## src/logic/es_pkg.sv

```systemverilog
// Package for the exception sequencer: bus map, field layout, vectors and types
package es_pkg;

    // Register byte offsets on the AHB-Lite slave
    localparam logic [7:0] ES_OFS_CTRL = 8'h00;
    localparam logic [7:0] ES_OFS_PRIO = 8'h04;
    localparam logic [7:0] ES_OFS_STAT = 8'h08;

    // Control register fields and reset values
    localparam int ES_CTRL_ADV_BIT = 0;
    localparam int ES_CTRL_UBS_BIT = 1;
    localparam logic ES_ADV_RST = 1'b0;
    localparam logic ES_UBS_RST = 1'b1;
    localparam logic [7:0] ES_PRIO_RST = 8'h00;

    // Condition flags layout
    localparam int ES_CCR_MASK_BIT = 7;
    localparam int ES_CCR_AUX_BIT = 6;

    // Vector numbers
    localparam logic [5:0] ES_VEC_RESET = 6'h00;
    localparam logic [5:0] ES_VEC_NMI = 6'h07;
    localparam logic [5:0] ES_VEC_TRAP = 6'h08;
    localparam logic [5:0] ES_VEC_EXT = 6'h0C;
    localparam logic [5:0] ES_VEC_INT = 6'h14;
    localparam int ES_N_EXT = 6;
    localparam int ES_N_INT = 27;
    localparam int ES_N_VEC = 64;

    // Status register fields
    localparam int ES_ST_BUSY_BIT = 8;
    localparam int ES_ST_FIRST_BIT = 9;
    localparam int ES_ST_TRAP_BIT = 10;

    typedef enum logic [1:0] {
        EK_RESET,
        EK_IRQ,
        EK_TRAP
    } es_kind_e;

    typedef struct packed {
        logic req;
        logic [31:0] data;
    } es_push_s;

    typedef struct packed {
        logic req;
        logic [15:0] addr;
    } es_fetch_s;

    typedef struct packed {
        logic adv_mode;
        logic user_bit_select;
        logic [7:0] priority_select_a;
        logic [7:0] priority_select_b;
    } es_ctrl_s;

endpackage : es_pkg

```

## src/logic/es_exception_sequencer.sv

```systemverilog
// Exception sequencer: ranking, stacking, masking and vector fetch for the core
//
// Register access over AHB-Lite and the address map were chosen for this implementation.
`timescale 1ns/10ps
`default_nettype none

module es_exception_sequencer
    import es_pkg::*;
(
    input wire logic CLK_I, // System clock, 250 MHz
    input wire logic RST_N_I, // Chip reset, active low, synchronous
    input wire logic WDT_OVF_I, // Watchdog overflow pulse
    input wire logic HSEL_I, // AHB-Lite slave select
    input wire logic [31:0] HADDR_I, // AHB-Lite address
    input wire logic [1:0] HTRANS_I, // AHB-Lite transfer type
    input wire logic HWRITE_I, // AHB-Lite write
    input wire logic [2:0] HSIZE_I, // AHB-Lite size
    input wire logic HREADY_I, // AHB-Lite bus ready
    input wire logic [31:0] HWDATA_I, // AHB-Lite write data
    output logic [31:0] HRDATA_O, // AHB-Lite read data
    output logic HREADYOUT_O, // AHB-Lite slave ready
    output logic HRESP_O, // AHB-Lite response, always OKAY
    input wire logic NMI_REQ_I, // Nonmaskable request level
    input wire logic [5:0] EXT_REQ_I, // External request lines 0 to 5
    input wire logic [26:0] INT_REQ_I, // Internal peripheral requests
    input wire logic INSN_DONE_I, // Core finished an instruction
    input wire logic TRAP_I, // Finished instruction was a trap
    input wire logic [1:0] TRAP_SEL_I, // Trap vector selector
    input wire logic [23:0] CORE_PC_I, // Return address to stack
    input wire logic [7:0] CORE_CCR_I, // Current condition flags
    input wire logic STK_ACK_I, // Stack push done
    input wire logic VEC_ACK_I, // Vector read done
    input wire logic [23:0] VEC_DATA_I, // Vector contents
    output es_push_s STK_O, // Stack push request with data
    output es_fetch_s VEC_O, // Vector read request with address
    output logic CCR_WR_O, // Write pulse for the condition flags
    output logic [7:0] CCR_O, // New condition flags value
    output logic JUMP_O, // Jump pulse for the core
    output logic [23:0] JUMP_PC_O, // Handler start address
    output logic CORE_HALT_O, // Core must stall
    output logic CHIP_RST_O, // Initialize peripherals
    output logic IRQ_ACK_O, // Interrupt accepted pulse
    output logic [5:0] ACK_VEC_O // Accepted interrupt vector
);

    typedef enum logic [2:0] {
        S_INIT,
        S_RUN,
        S_PUSH,
        S_MASK,
        S_FETCH,
        S_JUMP
    } es_state_e;

    es_state_e state_q;
    es_kind_e kind_q;
    es_ctrl_s ctrl_q;
    logic [5:0] vec_q;
    logic [5:0] last_vec_q;
    logic first_q;
    logic after_q;
    logic trap_pend_q;
    logic [1:0] trap_sel_q;
    logic [23:0] new_pc_q;

    logic rst_all;
    logic wr_pend_q;
    logic [7:0] wr_addr_q;
    logic rd_go;
    logic wr_go;

    logic [ES_N_VEC-1:0] req_vec;
    logic [ES_N_VEC-1:0] lvl_vec;
    logic [ES_N_VEC-1:0] elig_vec;
    logic [11:0] prio_bits;
    logic mask_i;
    logic mask_ui;
    logic pick_ok;
    logic [5:0] pick_vec;
    logic eval;
    logic int_take;
    logic trap_take;
    logic [5:0] trap_vec;
    logic [15:0] vec_addr;
    logic [7:0] ccr_new;

    // Watchdog overflow resets the sequencer and control registers like the pin; the AHB-Lite handshake and read data flops reset on the pin only
    assign rst_all = !RST_N_I || WDT_OVF_I;

    // ---------------- AHB-Lite slave ----------------
    assign rd_go = HSEL_I && HREADY_I && HTRANS_I[1] && !HWRITE_I;
    assign wr_go = HSEL_I && HREADY_I && HTRANS_I[1] && HWRITE_I;

    always_ff @(posedge CLK_I) begin
        if (!RST_N_I) begin
            wr_pend_q <= 1'b0;
            wr_addr_q <= 8'h00;
        end else begin
            wr_pend_q <= wr_go;
            wr_addr_q <= HADDR_I[7:0];
        end
    end

    always_ff @(posedge CLK_I) begin
        if (rst_all) begin
            ctrl_q.adv_mode <= ES_ADV_RST;
            ctrl_q.user_bit_select <= ES_UBS_RST;
            ctrl_q.priority_select_a <= ES_PRIO_RST;
            ctrl_q.priority_select_b <= ES_PRIO_RST;
        end else if (wr_pend_q) begin
            case (wr_addr_q)
                ES_OFS_CTRL: begin
                    ctrl_q.adv_mode <= HWDATA_I[ES_CTRL_ADV_BIT];
                    ctrl_q.user_bit_select <= HWDATA_I[ES_CTRL_UBS_BIT];
                end
                ES_OFS_PRIO: begin
                    ctrl_q.priority_select_a <= HWDATA_I[7:0];
                    ctrl_q.priority_select_b <= HWDATA_I[15:8];
                end
                default: begin
                end
            endcase
        end
    end

    // Read data is latched in the address phase so it stands in the data phase
    always_ff @(posedge CLK_I) begin
        if (!RST_N_I) begin
            HRDATA_O <= 32'h0000_0000;
        end else if (rd_go) begin
            case (HADDR_I[7:0])
                ES_OFS_CTRL: begin
                    HRDATA_O <= {30'h0000_0000, ctrl_q.user_bit_select, ctrl_q.adv_mode};
                end
                ES_OFS_PRIO: begin
                    HRDATA_O <= {16'h0000, ctrl_q.priority_select_b, ctrl_q.priority_select_a};
                end
                ES_OFS_STAT: begin
                    HRDATA_O <= {21'h00_0000, trap_pend_q, first_q, (state_q != S_RUN), 2'h0, last_vec_q};
                end
                default: begin
                    HRDATA_O <= 32'h0000_0000;
                end
            endcase
        end
    end

    always_ff @(posedge CLK_I) begin
        if (!RST_N_I) begin
            HREADYOUT_O <= 1'b0;
            HRESP_O <= 1'b0;
        end else begin
            HREADYOUT_O <= 1'b1;
            HRESP_O <= 1'b0;
        end
    end

    // ---------------- Interrupt ranking ----------------
    // Level bits: ext 0,1 own bits; ext 2/3 and 4/5 share; internals by group of four
    assign prio_bits = {ctrl_q.priority_select_b, ctrl_q.priority_select_a[3:0]};
    assign mask_i = CORE_CCR_I[ES_CCR_MASK_BIT];
    assign mask_ui = CORE_CCR_I[ES_CCR_AUX_BIT];

    genvar gi;
    generate
        for (gi = 0; gi < ES_N_VEC; gi++) begin : g_vec
            if (gi >= 12 && gi < 12 + ES_N_EXT) begin : g_ext
                localparam int E = gi - 12;
                localparam int PB = (E < 2) ? (7 - E) : (E < 4 ? 5 : 4);
                assign req_vec[gi] = EXT_REQ_I[E];
                assign lvl_vec[gi] = ctrl_q.priority_select_a[PB];
            end else if (gi >= 20 && gi < 20 + ES_N_INT) begin : g_int
                localparam int K = gi - 20;
                assign req_vec[gi] = INT_REQ_I[K];
                assign lvl_vec[gi] = prio_bits[11 - K / 4];
            end else begin : g_none
                assign req_vec[gi] = 1'b0;
                assign lvl_vec[gi] = 1'b0;
            end
            // Mask: UE=1 I masks all; UE=0 I lets level 1 pass unless UI set
            assign elig_vec[gi] = req_vec[gi] && (!mask_i ||
                (!ctrl_q.user_bit_select && !mask_ui && lvl_vec[gi]));
        end
    endgenerate

    // Level 1 first, then level 0; lowest vector wins inside a level
    always_comb begin
        pick_ok = 1'b0;
        pick_vec = 6'h00;
        for (int i = ES_N_VEC - 1; i >= 0; i--) begin
            if (elig_vec[i] && !lvl_vec[i]) begin
                pick_ok = 1'b1;
                pick_vec = 6'(i);
            end
        end
        for (int i = ES_N_VEC - 1; i >= 0; i--) begin
            if (elig_vec[i] && lvl_vec[i]) begin
                pick_ok = 1'b1;
                pick_vec = 6'(i);
            end
        end
        if (NMI_REQ_I) begin
            pick_ok = 1'b1;
            pick_vec = ES_VEC_NMI;
        end
    end

    // Decisions only at instruction or sequence completion
    assign eval = (state_q == S_RUN) && (INSN_DONE_I || after_q);
    assign int_take = eval && !first_q && pick_ok;
    assign trap_take = eval && !int_take && (TRAP_I || trap_pend_q);
    assign trap_vec = ES_VEC_TRAP + {4'h0, (trap_pend_q ? trap_sel_q : TRAP_SEL_I)};

    // ---------------- Address and flag values ----------------
    assign vec_addr = ctrl_q.adv_mode ? {8'h00, vec_q, 2'b00} : {9'h000, vec_q, 1'b0};

    always_comb begin
        ccr_new = CORE_CCR_I;
        ccr_new[ES_CCR_MASK_BIT] = 1'b1;
        if (kind_q != EK_RESET && !ctrl_q.user_bit_select) begin
            ccr_new[ES_CCR_AUX_BIT] = 1'b1;
        end
    end

    // ---------------- Sequencer ----------------
    always_ff @(posedge CLK_I) begin
        if (rst_all) begin
            state_q <= S_INIT;
            kind_q <= EK_RESET;
            vec_q <= ES_VEC_RESET;
        end else begin
            case (state_q)
                S_INIT: begin
                    state_q <= S_MASK;
                end
                S_RUN: begin
                    if (int_take) begin
                        kind_q <= EK_IRQ;
                        vec_q <= pick_vec;
                        state_q <= S_PUSH;
                    end else if (trap_take) begin
                        kind_q <= EK_TRAP;
                        vec_q <= trap_vec;
                        state_q <= S_PUSH;
                    end
                end
                S_PUSH: begin
                    if (STK_ACK_I) begin
                        state_q <= S_MASK;
                    end
                end
                S_MASK: begin
                    state_q <= S_FETCH;
                end
                S_FETCH: begin
                    if (VEC_ACK_I) begin
                        state_q <= S_JUMP;
                    end
                end
                S_JUMP: begin
                    state_q <= S_RUN;
                end
                default: begin
                    state_q <= S_INIT;
                end
            endcase
        end
    end

    // Core-facing request outputs
    always_ff @(posedge CLK_I) begin
        if (rst_all) begin
            STK_O <= '0;
            VEC_O <= '0;
            CCR_WR_O <= 1'b0;
            CCR_O <= 8'h00;
            JUMP_O <= 1'b0;
            JUMP_PC_O <= 24'h00_0000;
            new_pc_q <= 24'h00_0000;
        end else begin
            CCR_WR_O <= 1'b0;
            JUMP_O <= 1'b0;
            if (state_q == S_RUN && (int_take || trap_take)) begin
                STK_O.req <= 1'b1;
                STK_O.data <= {CORE_CCR_I, CORE_PC_I};
            end else if (state_q == S_PUSH && STK_ACK_I) begin
                STK_O.req <= 1'b0;
            end
            if (state_q == S_MASK) begin
                CCR_WR_O <= 1'b1;
                CCR_O <= ccr_new;
                VEC_O.req <= 1'b1;
                VEC_O.addr <= vec_addr;
            end else if (state_q == S_FETCH && VEC_ACK_I) begin
                VEC_O.req <= 1'b0;
                new_pc_q <= ctrl_q.adv_mode ? VEC_DATA_I : {8'h00, VEC_DATA_I[15:0]};
            end
            if (state_q == S_JUMP) begin
                JUMP_O <= 1'b1;
                JUMP_PC_O <= new_pc_q;
            end
        end
    end

    // Completion flags: first-instruction block, re-evaluation, pending trap
    always_ff @(posedge CLK_I) begin
        if (rst_all) begin
            first_q <= 1'b1;
            after_q <= 1'b0;
            trap_pend_q <= 1'b0;
            trap_sel_q <= 2'b00;
        end else begin
            after_q <= (state_q == S_JUMP) && (kind_q != EK_RESET);
            if (state_q == S_RUN && INSN_DONE_I) begin
                first_q <= 1'b0;
            end
            if (trap_take) begin
                trap_pend_q <= 1'b0;
            end else if (state_q == S_RUN && TRAP_I) begin
                trap_pend_q <= 1'b1;
                trap_sel_q <= TRAP_SEL_I;
            end
        end
    end

    // Status and handshake outputs
    always_ff @(posedge CLK_I) begin
        if (rst_all) begin
            CORE_HALT_O <= 1'b1;
            CHIP_RST_O <= 1'b1;
            IRQ_ACK_O <= 1'b0;
            ACK_VEC_O <= 6'h00;
            last_vec_q <= 6'h00;
        end else begin
            CHIP_RST_O <= 1'b0;
            CORE_HALT_O <= !(state_q == S_RUN && !int_take && !trap_take) && !(state_q == S_JUMP);
            IRQ_ACK_O <= int_take;
            if (int_take) begin
                ACK_VEC_O <= pick_vec;
            end
            if (state_q == S_JUMP) begin
                last_vec_q <= vec_q;
            end
        end
    end

endmodule : es_exception_sequencer

`default_nettype wire

```

## config.mk

```make
export PLATFORM = sky130hd
export DESIGN_NAME = es_exception_sequencer
export DESIGN_NICKNAME = d
export VERILOG_FILES = /design/src/logic/es_pkg.sv /design/src/logic/es_exception_sequencer.sv
export SDC_FILE = /design/constraint.sdc
export NUM_CORES = 1
export LEC_CHECK = 0
export ABC_CLOCK_PERIOD_IN_PS = 2800
export BUFFER_PORTS_ARGS = -buffer_cell sky130_fd_sc_hd__buf_4
export CORE_MARGIN = 4
export CORE_UTILIZATION = 49
export DETAILED_ROUTE_END_ITERATION = 10
export GPL_TIMING_DRIVEN = 0
export HOLD_SLACK_MARGIN = 0.06
export PLACE_DENSITY = 0.9
export SKIP_LAST_GASP = 1
export SLEW_MARGIN = 10
export SYNTH_ARGS = -nofsm -noshare
export SYNTH_HDL_FRONTEND = slang
export SYNTH_SLANG_ARGS = --single-unit
```

## constraint.sdc

```tcl
create_clock -name CLK_I -period 2.8 [get_ports CLK_I]
set_clock_uncertainty 0.2 [all_clocks]
set_input_delay 0.42 -clock CLK_I [delete_from_list [all_inputs] [get_ports CLK_I]]
set_output_delay 0.42 -clock CLK_I [all_outputs]
set_load 0.03 [all_outputs]
```

* Word level (Yosys, flattened, before mapping)
Index checks and enable logic that the tools add are counted.
** Word-level totals
- Register bits :: 199
- Bits of input ports :: 171
- Output and inout bits :: 127
- Logic and storage cells :: 380
** Cells by class
- $add $sub $neg :: 1
- Equality and inequality tests :: 12
- Muxes and demuxes :: 156
- Bitwise operators :: 2
- Reduce and logical (&&, ||, !) cells :: 180
** Operator list (count)
- 6-bit 2-to-1 mux :: 69
- 1-bit logical AND :: 130
- 1-bit 2-to-1 mux :: 76
- 16-bit one-hot mux with 3 select lines :: 1
- 24-bit 2-to-1 mux :: 1
- 1-bit logical NOT :: 21
- 3-bit one-hot mux with 6 select lines :: 1
- 8-bit by 3-bit == test with 1-bit output, second input constant :: 2
- 8-bit logical NOT :: 2
- 1-bit logical OR :: 15
- 3-bit 2-to-1 mux :: 4
- 2-bit AND reduction :: 5
- 8-bit by 4-bit == test with 1-bit output, second input constant :: 1
- 8-bit 2-to-1 mux :: 1
- 2-bit nonzero test :: 4
- 3-bit by 2-bit == test with 1-bit output, second input constant :: 2
- 3-bit == test, second input constant :: 2
- 2-bit 2-to-1 mux :: 3
- 4-bit by 2-bit adder with 5-bit output, first input constant :: 1
- 2-bit inequality test, second input constant :: 2
- 3-bit by 1-bit == test with 1-bit output, second input constant :: 1
- 3-bit logical NOT :: 1
- 3-bit by 1-bit inequality test with 1-bit output, second input constant :: 1
- 3-bit inequality test, second input constant :: 1
- 3 further kinds :: 4

* Depth between registers and ports, before layout
- Depth after elaboration :: 81
- Mapped depth :: 10
- Gate-level depth less buffers :: 7

* Worst setup path before layout
OpenSTA, ideal clock, no wires.
- Path kind :: in2reg
- From :: input port INT_REQ_I[20]
- To :: register vec_q[3]
- Library setup time :: 115 ps
- Data arrival time :: 2187 ps
- Required time :: 2485 ps
- Path slack :: 298 ps
- Stages on the path :: 9
- Path buffers :: 3
- Path through :: clkbuf_1 -> o41ai_1 -> a41oi_1 -> nor2_1 -> a31oi_4 -> nand2b_1 -> buf_6 -> buf_6 -> o21a_1
** Between the ends
- Word-level cells in the longest chain between the ends :: 69
- Elaborated cells on any way between the ends :: 132
- Classes of those cells :: mux: 123; reduce/logical: 9
** RTL lines
- start, declared :: line es_exception_sequencer.sv:25 : input wire logic [26:0] INT_REQ_I,
- 1-bit logical AND * :: line es_exception_sequencer.sv:181 : assign elig_vec[gi] = req_vec[gi] && (!mask_i ||
- 1-bit logical AND :: line es_exception_sequencer.sv:191 : if (elig_vec[i] && !lvl_vec[i]) begin
- 1-bit 2-to-1 mux (27 in series) :: line es_exception_sequencer.sv:191
- 1-bit 2-to-1 mux (33 in series) :: line es_exception_sequencer.sv:197 : if (elig_vec[i] && lvl_vec[i]) begin
- 1-bit 2-to-1 mux :: line es_exception_sequencer.sv:202 : if (NMI_REQ_I) begin
- 1-bit logical AND :: line es_exception_sequencer.sv:210 : assign int_take = eval && !first_q && pick_ok;
- 1-bit logical NOT :: line es_exception_sequencer.sv:211 : assign trap_take = eval && !int_take && (TRAP_I || trap_pend_q);
- 1-bit logical AND (2 in series) :: line es_exception_sequencer.sv:211
- 2-bit nonzero test (no source line)
- 2-bit AND reduction (no source line)
- end signal, assigned :: line es_exception_sequencer.sv:239 : vec_q <= pick_vec;
- end signal, assigned :: line es_exception_sequencer.sv:243 : vec_q <= trap_vec;
- end, declared :: line es_exception_sequencer.sv:58 : logic [5:0] vec_q;
Every way passes the cells marked *; elsewhere a longest branch is shown, timed or not.
A chain may end at the register's enable or synchronous reset.

* Final worst setup path
- From :: register state_q[0]
- To :: register STK_O[17] (netlist name)
** Between the ends
- Word-level cells in the longest chain between the ends :: 9
** RTL lines
- start, declared :: line es_exception_sequencer.sv:55 : es_state_e state_q;
- start signal, assigned :: line es_exception_sequencer.sv:228 : state_q <= S_INIT;
- start signal, assigned :: line es_exception_sequencer.sv:234 : state_q <= S_MASK;
- start signal, assigned :: line es_exception_sequencer.sv:240 : state_q <= S_PUSH;
- 3-bit by 1-bit == test with 1-bit output * :: line es_exception_sequencer.sv:209, es_exception_sequencer.sv:283
- 1-bit logical AND :: line es_exception_sequencer.sv:209 : assign eval = (state_q == S_RUN) && (INSN_DONE_I || after_q);
- 1-bit logical AND (2 in series) :: line es_exception_sequencer.sv:210
- 1-bit logical NOT :: line es_exception_sequencer.sv:211
- 1-bit logical AND (2 in series) :: line es_exception_sequencer.sv:211
- 1-bit logical OR :: line es_exception_sequencer.sv:283 : if (state_q == S_RUN && (int_take || trap_take)) begin
- 1-bit logical AND * :: line es_exception_sequencer.sv:283
- end, declared :: line es_exception_sequencer.sv:34 : output es_push_s STK_O,
Marked as above.

==> impl_metrics.py <==
metrics = {
    "outcome": {
        "status": "finished clean",
    },
    "sta": {
        "period_minus_slack_ps": 2630,
        "fmax_mhz": 380,
        "period_share_pct": 94.1,
        "worstMarginPinSlew_ps": 781,
        "rsz0062_at_grt": "false",
        "finalWorstSetupSlack_ps": 166,
        "slew_headroom_pct": 47.9,
        "final_max_slew_viol_count": 0,
        "hold_viol": 0,
        "setup_viol": 0,
    },
    "die": {
        "initial_utilization_pct": 50.8,
        "die_w_um": 134,
        "core-area_um2": 15400,
        "dieHeight_um": 134,
        "ios": 298,
        "die_area_um2": 18100,
        "rows": 45,
    },
    "critical_path": {
        "worst_ep_arrival_time_ps": 2780,
        "rrSetupSlack_ps": 170,
        "crit_type": "flip-flop to flip-flop",
        "cp-end-kind": "flip-flop",
        "crit_required_ps": 2940,
        "slowest_delay_ps": 420,
        "critPathSlowestCell": "nor3b_4",
        "crit_path_max_fanout": 10,
        "start_kind": "flip-flop",
        "cpMostUsedCell": "buf_6",
        "path_cells": "clkbuf_2 > nor3b_4 > o21a_1 > nand2b_2 > a31oi_4 > nand2b_1 > buf_6 > buf_6 > nand2_1 > a21oi_1",
    },
    "clocking": {
        "cts-root-buf": "clkbuf_16",
        "clock_latency_ps": 420,
        "clockBufferDepth": 2,
        "numCtsBuffers": 17,
        "cts.sinks": 174,
        "cts_tree": "done",
        "clk_pin_slew_ps": 70,
        "htreeDepth": 4,
        "post_cts_buffers": 0,
    },
    "power_and_ir_drop": {
        "p_per_area_nw_per_um2": 479,
        "ir_drop_v": 0.000438,
        "cellLeakagePower_nw": 4.44,
    },
    "synth": {
        "synthCells": 974,
        "synthTopCellsByArea": "dfxtp_1 44%, nand2_1 11%, a21oi_1 7.9%",
        "syn_area_um2": 7840,
        "synth-seq-cells": 174,
        "yosysTopAreaCell": "dfxtp_1",
        "synth_warnings": 0,
        "yosysTopAreaCellShare_pct": 44.4,
        "yosysUniqueCellTypes": 73,
        "avgSynthCellArea_um2": 8.05,
        "synth_edf_count": 0,
        "synth_flop_cell": "dfxtp_1",
        "ys_async_sr_fraction_pct": 0,
        "yosysSeqAreaShare_pct": 44.4,
    },
    "route": {
        "vias_per_cell": 5.45,
        "wire_per_inst_um": 17.1,
        "drtPass1Iterations": 8,
        "remaining_drc_errors": 0,
        "vias": 8344,
        "drt_iter0_drc": 610,
        "postRouteAntennaNets": 0,
        "routed_wl_um": 26200,
    },
    "final_layout": {
        "areaGrowthSynthToFinish_pct": 42.0,
        "final_core_util_pct": 72.1,
        "finalNetCount": 1480,
        "drive_gt1_share_pct": 24.5,
    },
    "grt": {
        "grtUsageTotal_pct": 28.0,
        "grt_overflow": 0,
        "grt_first_pass_wirelength_um": 40900,
        "antenna_found_initial": 1,
        "grt_start_max_net_pins": 17,
        "grt_pass1_vias": 8064,
    },
    "placed_design": {
        "preCtsSetupSlack_ps": -228,
        "dp_hpwl_um": 18500,
        "port_buffers": 226,
        "place_congestion": 0.974,
    },
    "min_path": {
        "hold_path.class": "input pin to flip-flop",
    },
    "job": {
        "drv_cap": 0,
    },
}
-- metal layers --
metal	part of all wire (%)	wire [µm]	vias to the layer above	GRT usage (%)
met5	0	0	-	0
met4	2.3	604	0	8.54
met3	8.8	2310	55	7.75
met2	50	13000	411	48.3
met1	39	10300	3882	34.0
li1	-	-	3996	-
-- power breakdown --
group	internal [mW]	switching (mW)
Combinational	0.297	0.327
Clock	1.17	1.02
Sequential	2.49	0.0116
-- synthesized netlist by cell type (3+ instances only) --
library cell  count
nand2b_1          7
o21a_1            6
o311a_1           3
clkbuf_1         46
buf_6             7
or4_1             3
nand3_1          21
nor3b_1           3
a31oi_1           5
dfxtp_1         174
o211ai_1          6
o21ai_0          46
a41oi_1           5
a211oi_1          7
nor2_1           69
nand2_1         220
and2_1           19
o41ai_1           4
o41ai_2           4
a22oi_1          14
a21o_1            7
nor4_1            4
or2_2             8
o22ai_1           6
o221ai_1          4
buf_1             5
nor3_1            5
a21oi_1         124
nor2b_1          21
nand3b_1          3
inv_1            14
buf_4            27
mux2i_1          25
o31ai_1           5
-- worst max-delay path: cells and delay by family, from the launching register on --
family,cells,cell delay [ps]
AO/OA/AOI/OAI,3,790
AND/OR/NAND/NOR,4,780
buffers and inverters,3,470
flip-flops,1,310
-- kinds of logic after synthesis --
logic type / Yosys count / synth area share (%)
buffers and inverters: 103 / 6.94
AO/OA/AOI/OAI: 272 / 22.0
flip-flops: 174 / 44.4
multiplexers: 25 / 3.19
AND/OR/NAND/NOR: 399 / 23.4
other: 1 / 0.0478
-- registers in the layout, summed over array words and instances, names as in the netlist, 2 cells and up --
register / count
last_vec_q: 6
VEC_O: 8
new_pc_q: 24
trap_sel_q: 2
wr_addr_q: 8
vec_q: 6
ACK_VEC_O: 6
JUMP_PC_O: 24
kind_q: 2
HRDATA_O: 16
STK_O: 33
CCR_O: 8
ctrl_q: 18
state_q: 3
-- path summary, 6_finish.rpt --
path,from,end,cells after the start
worst min-delay path,HWDATA_I[4],ctrl_q[12],3
worst max register to register,state_q[0],STK_O[17],10
worst min register to register,new_pc_q[22],JUMP_PC_O[22],2
worst max-delay path,state_q[0],STK_O[17],10
-- through the flow --
step	TNS (ps)	hold WS [ps]	area [µm²]	power [mW]	std cells
after global routing	0	62.9	11100	5.49	1532
after global placement	-3710	234	9890	3.08	1436
final	0	74.3	11100	5.33	1532
after detailed placement	-5190	240	9890	3.09	1436
after CTS	0	60.4	11100	5.32	1534
after floorplan	0	222	7930	2.83	999
-- what timing repair did --
action	in CTS	in global routing
pin swaps	0	1
hold buffers	68	0
gates resized for setup	1	5
hold endpoints to repair	74	0
setup endpoints to repair	39	38
-- placed cells by master (no fill, tap or decap), drive strengths merged, types with 5 or more instances in the layout --
cell / n
a211oi: 7
a21o: 7
a21oi: 124
a22oi: 14
a31oi: 6
a41oi: 5
and2: 19
buf: 267
clkbuf: 65
conb: 26
dfxtp: 174
dlygate4sd3: 68
inv: 21
mux2i: 25
nand2: 220
nand2b: 8
nand3: 21
nor2: 69
nor2b: 22
nor3: 5
nor4: 6
o211ai: 6
o21a: 6
o21ai: 46
o22ai: 6
o31ai: 5
o41ai: 8
or2: 8
-- area by class of cell --
cell class | instances | area (µm²)
inverter | 15 | 56.3
timing repair buffer | 294 | 2380
clock inverter | 9 | 80.1
sequential | 174 | 3480
antenna | 1 | 2.50
fill | 1175 | 4300
buffer | 85 | 477
tap | 211 | 264
clock buffer | 21 | 450
multi-input combinational | 722 | 3940
(Power assumes the default switching activity.)
